**config.mk**
```make
export PLATFORM = sky130hd
export DESIGN_NAME = ira_slave
export DESIGN_NICKNAME = d
export VERILOG_FILES = /design/src/include/ira_pkg.sv /design/src/verilog/ira_sync.sv /design/src/verilog/ira_slave.sv
export SDC_FILE = /design/constraint.sdc
export NUM_CORES = 1
export LEC_CHECK = 0
export BUFFER_PORTS_ARGS = -buffer_cell sky130_fd_sc_hd__buf_2
export CAP_MARGIN = 15
export CORE_MARGIN = 2
export CORE_UTILIZATION = 47
export CTS_BUF_LIST = sky130_fd_sc_hd__clkbuf_4 sky130_fd_sc_hd__clkbuf_8
export DETAILED_ROUTE_END_ITERATION = 8
export PLACE_DENSITY_LB_ADDON = 0.2
export RECOVER_POWER = 25
export SETUP_SLACK_MARGIN = 0.02
export SYNTH_ARGS = -nofsm -noshare
export SYNTH_HDL_FRONTEND = slang
export SYNTH_SLANG_ARGS = --single-unit
```
**constraint.sdc**
```tcl
create_clock -name sys_clk -period 2.8 [get_ports sys_clk]
set_clock_uncertainty 0.2 [all_clocks]
set_input_delay 0.56 -clock sys_clk [delete_from_list [all_inputs] [get_ports sys_clk]]
set_output_delay 0.56 -clock sys_clk [all_outputs]
set_load 0.02 [all_outputs]
```
**src/include/ira_pkg.sv**
```systemverilog
// Constants and types for the I2C register access slave
// How it works
// - Device acknowledges each host byte it accepts, host samples
// - Write burst holds at most eight data bytes
// - Reads start at current address counter
// - Written pointer byte loads the address counter
// - Dummy write, repeated START, then read accepted
// - Every byte shifts most significant bit first
// - First byte after START is address+direction
// - Answer only own address, default 68h
// - Counter rolls from FFh to 00h
// - Address mismatch: ignore bus until next START
// - Reading pair upper byte latches both bytes
// - In a write, byte after address byte is the pointer
package ira_pkg;
	localparam logic [6:0] SLAVE_ADDR_DEF = 7'h68;
	localparam int MAX_WR_BYTES_DEF = 8;
	localparam logic [7:0] ADDR_CNT_RST = 8'h00;
	localparam logic [7:0] PAIR_MSB_ACC = 8'h10;
	localparam logic [7:0] PAIR_MSB_CUR = 8'h16;
	localparam logic [2:0] LAST_BIT = 3'h7;
	localparam int SYNC_WIDTH = 2;
	localparam int SYNC_SCL = 0;
	localparam int SYNC_SDA = 1;

	typedef enum logic [3:0] {
		IRA_IDLE = 4'b0000,
		IRA_ADDR = 4'b0001,
		IRA_ADDR_ACK = 4'b0010,
		IRA_PTR = 4'b0011,
		IRA_PTR_ACK = 4'b0100,
		IRA_WDATA = 4'b0101,
		IRA_WDATA_ACK = 4'b0110,
		IRA_RDATA = 4'b0111,
		IRA_RACK = 4'b1000,
		IRA_IGNORE = 4'b1001
	} ira_state_t;
endpackage : ira_pkg

```
**src/verilog/ira_sync.sv**
```systemverilog
// Two-flop pin synchroniser with edge detection per bit
`timescale 1ns/10ps
`default_nettype none
module ira_sync #(
	parameter int WIDTH = 2
) (
	input wire logic sys_clk,
	input wire logic reset,
	input wire logic clk_en,
	input wire logic [WIDTH-1:0] pin_in,
	output logic [WIDTH-1:0] level,
	output logic [WIDTH-1:0] rise,
	output logic [WIDTH-1:0] fall
);
	initial begin
		if (WIDTH < 1) $error("ira_sync: WIDTH must be at least 1");
	end

	genvar i;
	generate
		for (i = 0; i < WIDTH; i++) begin : g_bit
			logic meta_q;
			logic sync_q;
			logic prev_q;
			logic meta_d;
			logic sync_d;
			logic prev_d;
			always_comb begin
				meta_d = pin_in[i];
				sync_d = meta_q;
				prev_d = sync_q;
			end
			// Idle bus level is high
			always_ff @(posedge sys_clk or posedge reset) begin
				if (reset) begin
					meta_q <= 1'b1;
					sync_q <= 1'b1;
					prev_q <= 1'b1;
				end else if (clk_en) begin
					meta_q <= meta_d;
					sync_q <= sync_d;
					prev_q <= prev_d;
				end
			end
			assign level[i] = sync_q;
			assign rise[i] = sync_q & ~prev_q;
			assign fall[i] = ~sync_q & prev_q;
		end
	endgenerate
endmodule : ira_sync
`default_nettype wire

```
**src/verilog/ira_slave.sv**
```systemverilog
// I2C slave engine giving a host access to a byte-addressed register space
`timescale 1ns/10ps
`default_nettype none
module ira_slave #(
	parameter logic [6:0] SLAVE_ADDR = ira_pkg::SLAVE_ADDR_DEF,
	parameter int MAX_WR_BYTES = ira_pkg::MAX_WR_BYTES_DEF
) (
	input wire logic sys_clk,
	input wire logic reset,
	input wire logic clk_en,
	input wire logic scl_in,
	input wire logic sda_in,
	output logic sda_out,
	output logic sda_oe,
	output logic [7:0] rd_addr,
	input wire logic [7:0] rd_data,
	input wire logic [7:0] rd_next_data,
	output logic wr_stb,
	output logic [7:0] wr_addr,
	output logic [7:0] wr_data,
	output logic busy
);
	initial begin
		if (MAX_WR_BYTES < 1 || MAX_WR_BYTES > 255) $error("ira_slave: MAX_WR_BYTES out of range");
	end

	logic [1:0] lvl;
	logic [1:0] rise;
	logic [1:0] fall;

	ira_sync #(
		.WIDTH(ira_pkg::SYNC_WIDTH)
	) u_sync (
		.sys_clk(sys_clk),
		.reset(reset),
		.clk_en(clk_en),
		.pin_in({sda_in, scl_in}),
		.level(lvl),
		.rise(rise),
		.fall(fall)
	);

	logic scl_h;
	logic sda_v;
	logic scl_rise;
	logic scl_fall;
	logic start_det;
	logic stop_det;
	assign scl_h = lvl[ira_pkg::SYNC_SCL];
	assign sda_v = lvl[ira_pkg::SYNC_SDA];
	assign scl_rise = rise[ira_pkg::SYNC_SCL];
	assign scl_fall = fall[ira_pkg::SYNC_SCL];
	assign start_det = scl_h & fall[ira_pkg::SYNC_SDA];
	assign stop_det = scl_h & rise[ira_pkg::SYNC_SDA];

	ira_pkg::ira_state_t state_q, state_d;
	logic [7:0] shreg_q, shreg_d;
	logic [2:0] bit_q, bit_d;
	logic got_q, got_d;
	logic rw_q, rw_d;
	logic [7:0] addr_q, addr_d;
	logic [7:0] wcnt_q, wcnt_d;
	logic oe_q, oe_d;
	logic [7:0] hold_q, hold_d;
	logic [7:0] hold_addr_q, hold_addr_d;
	logic hold_vld_q, hold_vld_d;
	logic wr_stb_q, wr_stb_d;
	logic [7:0] wr_addr_q, wr_addr_d;
	logic [7:0] wr_data_q, wr_data_d;

	// Byte presented for the current counter value
	logic [7:0] rd_byte;
	logic held_hit;
	assign held_hit = hold_vld_q && (hold_addr_q == addr_q);
	assign rd_byte = held_hit ? hold_q : rd_data;

	// Loads the next read byte and drives its top bit
	task automatic load_read();
		shreg_d = rd_byte;
		oe_d = ~rd_byte[7];
		addr_d = addr_q + 8'h01;
		bit_d = 3'h0;
		got_d = 1'b0;
		state_d = ira_pkg::IRA_RDATA;
		if (!held_hit && (addr_q == ira_pkg::PAIR_MSB_ACC || addr_q == ira_pkg::PAIR_MSB_CUR)) begin
			hold_d = rd_next_data;
			hold_addr_d = addr_q + 8'h01;
			hold_vld_d = 1'b1;
		end
	endtask : load_read

	always_comb begin
		state_d = state_q;
		shreg_d = shreg_q;
		bit_d = bit_q;
		got_d = got_q;
		rw_d = rw_q;
		addr_d = addr_q;
		wcnt_d = wcnt_q;
		oe_d = oe_q;
		hold_d = hold_q;
		hold_addr_d = hold_addr_q;
		hold_vld_d = hold_vld_q;
		wr_stb_d = 1'b0;
		wr_addr_d = wr_addr_q;
		wr_data_d = wr_data_q;
		if (start_det) begin
			// Any START, repeated or not, begins an address byte
			state_d = ira_pkg::IRA_ADDR;
			bit_d = 3'h0;
			got_d = 1'b0;
			oe_d = 1'b0;
			hold_vld_d = 1'b0;
		end else if (stop_det) begin
			state_d = ira_pkg::IRA_IDLE;
			oe_d = 1'b0;
			hold_vld_d = 1'b0;
		end else if (scl_rise) begin
			unique case (state_q)
				ira_pkg::IRA_ADDR, ira_pkg::IRA_PTR, ira_pkg::IRA_WDATA: begin
					shreg_d = {shreg_q[6:0], sda_v};
					bit_d = bit_q + 3'h1;
					got_d = (bit_q == ira_pkg::LAST_BIT);
				end
				ira_pkg::IRA_RDATA: begin
					bit_d = bit_q + 3'h1;
					got_d = (bit_q == ira_pkg::LAST_BIT);
				end
				ira_pkg::IRA_RACK: begin
					got_d = ~sda_v;
				end
				ira_pkg::IRA_IDLE, ira_pkg::IRA_ADDR_ACK, ira_pkg::IRA_PTR_ACK,
				ira_pkg::IRA_WDATA_ACK, ira_pkg::IRA_IGNORE: begin
				end
				default: begin
					state_d = ira_pkg::IRA_IGNORE;
				end
			endcase
		end else if (scl_fall) begin
			unique case (state_q)
				ira_pkg::IRA_ADDR: begin
					if (got_q) begin
						got_d = 1'b0;
						if (shreg_q[7:1] == SLAVE_ADDR) begin
							rw_d = shreg_q[0];
							oe_d = 1'b1;
							state_d = ira_pkg::IRA_ADDR_ACK;
						end else begin
							state_d = ira_pkg::IRA_IGNORE;
						end
					end
				end
				ira_pkg::IRA_ADDR_ACK: begin
					oe_d = 1'b0;
					if (rw_q) begin
						load_read();
					end else begin
						bit_d = 3'h0;
						state_d = ira_pkg::IRA_PTR;
					end
				end
				ira_pkg::IRA_PTR: begin
					if (got_q) begin
						got_d = 1'b0;
						addr_d = shreg_q;
						wcnt_d = 8'h00;
						hold_vld_d = 1'b0;
						oe_d = 1'b1;
						state_d = ira_pkg::IRA_PTR_ACK;
					end
				end
				ira_pkg::IRA_PTR_ACK, ira_pkg::IRA_WDATA_ACK: begin
					oe_d = 1'b0;
					bit_d = 3'h0;
					state_d = ira_pkg::IRA_WDATA;
				end
				ira_pkg::IRA_WDATA: begin
					if (got_q) begin
						got_d = 1'b0;
						if (wcnt_q < 8'(MAX_WR_BYTES)) begin
							wr_stb_d = 1'b1;
							wr_addr_d = addr_q;
							wr_data_d = shreg_q;
							addr_d = addr_q + 8'h01;
							wcnt_d = wcnt_q + 8'h01;
							oe_d = 1'b1;
							state_d = ira_pkg::IRA_WDATA_ACK;
						end else begin
							// Excess byte left unacknowledged and dropped
							state_d = ira_pkg::IRA_IGNORE;
						end
					end
				end
				ira_pkg::IRA_RDATA: begin
					if (got_q) begin
						got_d = 1'b0;
						oe_d = 1'b0;
						state_d = ira_pkg::IRA_RACK;
					end else begin
						shreg_d = {shreg_q[6:0], 1'b0};
						oe_d = ~shreg_q[6];
					end
				end
				ira_pkg::IRA_RACK: begin
					if (got_q) begin
						load_read();
					end else begin
						oe_d = 1'b0;
						state_d = ira_pkg::IRA_IGNORE;
					end
				end
				ira_pkg::IRA_IDLE, ira_pkg::IRA_IGNORE: begin
					oe_d = 1'b0;
				end
				default: begin
					oe_d = 1'b0;
					state_d = ira_pkg::IRA_IGNORE;
				end
			endcase
		end
	end

	always_ff @(posedge sys_clk or posedge reset) begin
		if (reset) begin
			state_q <= ira_pkg::IRA_IDLE;
			shreg_q <= 8'h00;
			bit_q <= 3'h0;
			got_q <= 1'b0;
			rw_q <= 1'b0;
			addr_q <= ira_pkg::ADDR_CNT_RST;
			wcnt_q <= 8'h00;
			oe_q <= 1'b0;
			hold_q <= 8'h00;
			hold_addr_q <= 8'h00;
			hold_vld_q <= 1'b0;
			wr_stb_q <= 1'b0;
			wr_addr_q <= 8'h00;
			wr_data_q <= 8'h00;
		end else if (clk_en) begin
			state_q <= state_d;
			shreg_q <= shreg_d;
			bit_q <= bit_d;
			got_q <= got_d;
			rw_q <= rw_d;
			addr_q <= addr_d;
			wcnt_q <= wcnt_d;
			oe_q <= oe_d;
			hold_q <= hold_d;
			hold_addr_q <= hold_addr_d;
			hold_vld_q <= hold_vld_d;
			wr_stb_q <= wr_stb_d;
			wr_addr_q <= wr_addr_d;
			wr_data_q <= wr_data_d;
		end
	end

	// Open drain: the pin is only ever pulled low
	assign sda_out = 1'b0;
	assign sda_oe = oe_q;
	assign rd_addr = addr_q;
	assign wr_stb = wr_stb_q;
	assign wr_addr = wr_addr_q;
	assign wr_data = wr_data_q;
	assign busy = (state_q != ira_pkg::IRA_IDLE) && (state_q != ira_pkg::IRA_IGNORE);
endmodule : ira_slave
`default_nettype wire

```
==> results of run 1 <==
[power groups by stage]
stage / Combinational [uW] / Sequential [uW] / Clock (uW)
global route: 1220 / 1490 / 837
floorplan: 829 / 1380 / 0
CTS: 1090 / 1460 / 787
global placement: 1080 / 1480 / 0
detailed placement: 1090 / 1480 / 0
finish: 1100 / 1460 / 767
[layout make-up]
class,count,area share (%)
repair buffers,66,8.07
clock buffers,11,3.15
flip-flops and latches,74,38.7
multi-input cells,309,45.6
clock inverters,4,0.546
inverters,15,1.17
well taps,108,2.81
[worst max-delay path, stage by stage, from the launching register on]
cell     delay, ns
dfstp_2       0.61
ha_1          0.30
buf_4         0.20
nor2_1        0.05
o311a_1       0.31
o31ai_2       0.47
a31oi_1       0.10
o22a_1        0.22
[cells in the final DEF, fill, tap and decap left out, types with 3 or more instances in the layout]
| cell type | count |
|---|---|
| a21oi_1 | 18 |
| a2bb2oi_1 | 3 |
| a31oi_1 | 9 |
| a32oi_1 | 3 |
| and2_1 | 8 |
| buf_2 | 47 |
| buf_4 | 17 |
| clkbuf_8 | 11 |
| dfrtp_1 | 67 |
| dfstp_2 | 6 |
| ha_1 | 8 |
| inv_1 | 15 |
| mux2_1 | 7 |
| mux2_2 | 25 |
| mux2i_1 | 13 |
| nand2_1 | 37 |
| nand2b_1 | 8 |
| nand3_1 | 12 |
| nand4_1 | 6 |
| nor2_1 | 25 |
| nor2b_1 | 7 |
| nor3_1 | 9 |
| nor4b_1 | 3 |
| o211ai_1 | 5 |
| o21ai_0 | 29 |
| o31ai_1 | 4 |
| or3_1 | 3 |
| or3b_1 | 5 |
| xnor2_1 | 9 |
| xor2_1 | 3 |
[layer usage]
| layer | wire (um) | track usage [%] | part of all wire (%) |
|---|---|---|---|
| met5 | 0 | 0 | 0 |
| met4 | 183 | 7.90 | 1.9 |
| met3 | 470 | 4.33 | 4.8 |
| met2 | 4720 | 33.7 | 48 |
| met1 | 4460 | 28.2 | 45 |
[logic make-up after synthesis]
logic type               share of synthesized area [%]
adder cells (fa/ha/maj)                           2.36
other                                           0.0886
buffers and inverters                             4.52
AO/OA/AOI/OAI                                     15.7
flip-flops                                        43.9
XOR/XNOR                                          2.48
multiplexers                                      11.6
AND/OR/NAND/NOR                                   19.3
[sequential cells by signal (all words and copies together), names as in the netlist]
name                 flops
bit_q                    3
rw_q                     1
wr_data                  8
hold_q                   8
u_sync.g_bit.prev_q      2
hold_addr_q              8
hold_vld_q               1
got_q                    1
u_sync.g_bit.prev_d      2
wr_addr                  8
u_sync.g_bit.meta_q      2
shreg_q                  8
sda_oe                   1
rd_addr                  8
wr_stb                   1
state_q                  4
wcnt_q                   8
[how the worst max path moves through the flow]
| stage | to | slack [ns] | depth (start not counted) |
|---|---|---|---|
| global route | state_q[1] | 0.04 | 7 |
| detailed placement | shreg_q[6] | 0.19 | 7 |
| finish | state_q[3] | 0.21 | 7 |
| global placement | shreg_q[6] | 0.23 | 5 |
| floorplan | bit_q[0] | 0.17 | 1 |
| CTS | shreg_q[6] | 0.16 | 7 |
[metrics by stage]
step	area, um^2	setup slack, ns	instances	utilization, %	power, uW
2_1_floorplan	4230	0.168	422	-	2210
3_3_place_gp	4640	0.228	572	53.2	2560
3_5_place_dp	4640	0.194	572	53.2	2560
4_1_cts	4820	0.155	587	55.3	3340
5_1_grt	4810	0.0431	587	55.1	3550
6_report	4810	0.212	587	55.1	3330
==> key figures, run 1 <==
Cells and area
  • Multi-input logic area: 2190 um^2
  • # diodes: 0
  • Area occupied by registers: 1860 um^2
  • Layout cell share with drive strength beyond 1: 26.5%
  • Filler cell count: 796
  • Fin nets: 504
  • Layout area overhead: 13.6%

Yosys
  • Synth top area share: 40.2%
  • Unique masters post-synth: 69
  • Syn avg cell area: 10.0 um^2
  • Post-synth top cells: 68 x dfrtp_1, 37 x nand2_1, 29 x o21ai_0
  • Mapped Cells: 422
  • Syn Nets: 451
  • Yosys warns: 0
  • Synth Register Bits: 74
  • Yosys top cell by area: dfrtp_1
  • Syn Std Cell Area: 4230 um^2
  • Async set-reset flop share out of synthesis: 100%
  • Most common cell in the synthesized netlist: dfrtp_1
  • Dominant synthesized flop cell: dfrtp_1
  • Sequential cell area fraction in the yosys report: 43.9%
  • EDFF count, synth: 0
  • Top post-synthesis cells by area: dfrtp_1 40%, mux2_2 6.7%, dfstp_2 3.7%

Routing
  • Detailed Routing Iterations Pass 1: 5
  • Remaining DRCs: 0
  • DRT iter0 DRCs: 130
  • Routed vias/inst: 5.90
  • Final wirelength: 9.83 mm
  • Via count: 3,465
  • DRT antenna net count: 0
  • WL per Instance: 16.8 um

Floorplanning
  • Die Ht: 98.9 um
  • Area of the die: 9780 um^2
  • Top Ports: 49
  • Die X: 98.9 um
  • CORE AREA: 8720 um^2
  • Site row count: 34
  • Initial Utilization: 48.5%

Global routing
  • Antenna violations before repair: 0
  • Largest net degree at the start of global routing: 75
  • Global-route wire length before repair: 16.5 mm
  • Vias in the first global route: 3,316
  • Gr ovfl total: 0
  • Global Route Usage Sum: 21.0%

Clock network
  • Root Buffer: clkbuf_8
  • Sink Count: 74
  • Reg clk slew, reported paths: 0.08 ns
  • H-tree depth: 3
  • TritonCTS clock tree: built
  • Clock Latency Late Sink: 0.36 ns
  • Resize count post-CTS: 0
  • Cts hold-fix bufs: 0
  • CTS max path bufs: 2
  • Post-CTS Setup Bufs: 0
  • CTS buffer count: 9

Worst setup path
  • Critical R2R Launch: u_sync.g_bit[0].prev_d
  • CP startpoint: u_sync.g_bit[0].prev_d
  • CP Capture Type: flip-flop
  • R2r setup slk: 0.21 ns
  • Worst r2r dst: state_q[3]
  • CP startpoint kind: flip-flop
  • R2R depth: 7
  • WS Path Type: reg -> reg
  • Crit path DAT: 2.64 ns
  • Critical Path RT: 2.85 ns
  • Maximum fanout along the worst path: 10

Timing
  • Fin. max-slew vios: 75
  • Setup-failing EPs final: 0
  • Final hold violation count: 0
  • Fmax: 0.386 GHz
  • Hold WS: 0.213 ns
  • Tmin final: 2.59 ns
  • Worst-margin pin slew: 1.81 ns
  • RSZ-0062 raised after global routing: no
  • Setup TNS: 0 ns
  • Final Cycle Share: 92.4%
  • Rel. slew slack: -20.8%

Placement
  • Post-DP HPWL: 7.01 mm
  • Port Buffers: 47
  • Routability cong.: 0.923

Power and ir drop
  • Clock power share: 23.1%
  • Switching share of power: 38.3%
  • P_sw: 1270 uW
  • Internal power: 2050 uW
  • Sequential share of power: 43.9%
  • Max VDD drop: 0.284 mV
  • Combinational share of power: 33.0%
  • P_leak: 0.00227 uW
  • Power Density: 692 nW/um^2

Worst hold path
  • WHS Endpoint: hold_q[1]
  • Worst hold-check path type: in -> reg
  • Hold_sp: rd_next_data[1]
  • Hold Path Depth: 2

Run status
  • Failing checks: max-capacitance violations, max-slew violations
  • Status: complete, but fails checks

Job
  • MaxCap Viol Count: 1
Note: power is estimated with default switching activity, not from simulation.
==> inputs of run 2 (changes only) <==
- CORE_ASPECT_RATIO: default -> 1.2
==> key figures, run 2 (synthesis results as in run 1) <==
Timing
  • Fin. max-slew vios: 0 (-100%)
  • Rel. slew slack: 42.6% (+63 points)
  • RSZ-0062 raised after global routing: no
  • Final hold violation count: 0 (unchanged)
  • Setup TNS: 0 ns (unchanged)
  • Final Cycle Share: 91.2% (-1.2 points)
  • Setup-failing EPs final: 0 (unchanged)
  • Tmin final: 2.55 ns (-0.0348 ns)
  • Fmax: 0.392 GHz (+1.4%)
  • Worst-margin pin slew: 0.861 ns (-0.951 ns)

Power and ir drop
  • Internal power: 2160 uW (+5.1%)
  • Final Total Pwr: 3420 uW (+2.9%)
  • P_sw: 1260 uW (-0.73%)
  • Power Density: 704 nW/um^2 (+1.7%)
  • P_leak: 0.00230 uW (+1.4%)
  • Max VDD drop: 0.378 mV (+33%)
  • Sequential share of power: 42.0% (-1.9 points)
  • Switching share of power: 36.9% (-1.3 points)
  • Combinational share of power: 33.7% (+0.7 points)
  • Clock power share: 24.3% (+1.2 points)

Clock network
  • Clock Latency Late Sink: 0.36 ns (about the same)
  • CTS buffer count: 9 (unchanged)
  • H-tree depth: 3 (unchanged)
  • Root Buffer: clkbuf_8
  • Reg clk slew, reported paths: 0.07 ns (about the same)
  • Sink Count: 74 (unchanged)
  • Cts hold-fix bufs: 0 (unchanged)
  • CTS max path bufs: 2 (unchanged)
  • TritonCTS clock tree: built

Routing
  • Detailed Routing Iterations Pass 1: 4 (-1)
  • WL per Instance: 16.7 um (-0.44%)
  • Via count: 3,405 (-1.7%)
  • DRT iter0 DRCs: 217 (+67%)
  • DRT antenna net count: 0 (unchanged)
  • Remaining DRCs: 0 (unchanged)
  • Routed vias/inst: 5.68 (-3.9%)
  • Final wirelength: 10.0 mm (+1.8%)

Worst setup path
  • Maximum fanout along the worst path: 10 (unchanged)
  • Crit path DAT: 2.60 ns (-0.04 ns)
  • CP startpoint kind: flip-flop
  • WS Path Type: reg -> reg
  • Critical Path RT: 2.85 ns (about the same)
  • CP Capture Type: flip-flop

Job
  • MaxCap Viol Count: 0 (-1)

Cells and area
  • Cell area after layout: 4860 um^2 (+1.1%)
  • Fin nets: 508 (+0.79%)
  • Filler cell count: 764 (-4.0%)
  • Most common cell after layout, fill and taps aside: dfrtp_1
  • Multi-input logic area: 2190 um^2 (about the same)
  • Layout cell share with drive strength beyond 1: 26.7% (+0.19 points)
  • Layout area overhead: 14.9%
  • # diodes: 0 (unchanged)
  • Area occupied by registers: 1860 um^2 (about the same)
  • Most frequent cells in the layout: 68 x dfrtp_1, 47 x buf_2, 37 x nand2_1, 29 x o21ai_0

Global routing
  • Global-route wire length before repair: 16.8 mm (+2.0%)
  • Antenna violations before repair: 0 (unchanged)
  • Vias in the first global route: 3,450 (+4.0%)
  • Global Route Usage Sum: 21.8% (+0.81 points)
  • Gr ovfl total: 0 (unchanged)
  • Largest net degree at the start of global routing: 30 (-60%)

Run status
  • Status: finished clean

Floorplanning
  • Die Ht: 108 um (+9.2%)
  • Site row count: 37 (+8.8%)
  • Top Ports: 49 (unchanged)
  • CORE AREA: 8660 um^2 (-0.73%)
  • Initial Utilization: 48.9% (+0.36 points)
  • Die X: 90.6 um (-8.4%)
  • Area of the die: 9780 um^2 (about the same)

Placement
  • Placed cell areas: 4680 um^2 (+0.89%)
  • Post-DP HPWL: 7.50 mm (+7.1%)
  • Routability cong.: 0.919 (-0.46%)
  • Port Buffers: 47 (unchanged)

Worst hold path
  • Worst hold-check path type: in -> async
==> run 2: cell count changes in the layout (fill, tap and decap cells not counted) <==
cell,change
bufinv_16,+1
buf_4,+4
dfrtp_2,-1
dfrtp_1,+1
clkinvlp_4,-1
inv_6,-1
clkbuf_8,-1
a2111o_2,-1
clkbuf_4,+2
a2111o_1,+1
==> run 2: final cells by class <==
class | count | area share (%)
inverter | 15 | 1.16
clock inverter | 3 | 0.823
multi-input combinational | 309 | 45.0
tap | 117 | 3.01
timing repair buffer | 70 | 8.59
clock buffer | 12 | 3.14
sequential | 74 | 38.2
==> run 2: what timing repair did <==
item                       in CTS  in global routing
resized for setup               0                  1
hold endpoints to repair        0                  0
buffers inserted                0                  0
setup endpoints to repair       0                  1
==> run 2: path summary, 6_finish.rpt <==
| check | slack, ns | cells after the start | startpoint | end |
|---|---|---|---|---|
| max | 0.25 | 7 | u_sync.g_bit[0].prev_d | bit_q[0] |
| min | 0.17 | 2 | reset | wr_data[2] |
| max reg2reg | 0.25 | 7 | u_sync.g_bit[0].prev_d | bit_q[0] |
| min reg2reg | 0.28 | 2 | wr_addr[1] | wr_addr[1] |
| max in group asynchronous | 0.87 | 4 | reset | hold_addr_q[1] |
| min in group sys_clk | 0.21 | 2 | rd_next_data[3] | hold_q[3] |
==> run 2: power by group through the flow <==
stage / Combinational, uW / Sequential, uW / Clock, uW
floorplan: 829 / 1380 / 0
global placement: 1130 / 1450 / 0
detailed placement: 1150 / 1460 / 0
CTS: 1150 / 1440 / 860
global route: 1290 / 1470 / 901
finish: 1150 / 1440 / 832
==> run 2: worst max-delay path: stages (launching register included) <==
cell     delay (ns)
dfstp_2        0.62
ha_1           0.27
buf_4          0.19
nor2_1         0.06
o21ai_0        0.08
a21oi_1        0.08
o31ai_1        0.54
mux2_2         0.40
==> run 2: metal layers <==
layer | up-vias | part of all wire, % | global-route usage, %
met5 | - | 0 | 0
met3 | 26 | 3.9 | 4.67
met4 | 0 | 3.2 | 10.5
li1 | 1641 | - | -
met2 | 96 | 49 | 36.1
met1 | 1642 | 44 | 27.4
==> run 2: per-stage QoR <==
step                      hold slack (ns)  setup slack (ns)  cells  util (%)
final                               0.165             0.247    600      56.2
after global routing                0.214            0.0775    600      56.2
after CTS                          0.0247             0.196    600      56.3
after detailed placement            0.266             0.227    585      54.1
after global placement              0.261             0.320    585      54.1
after floorplan                     0.258             0.168    422         -
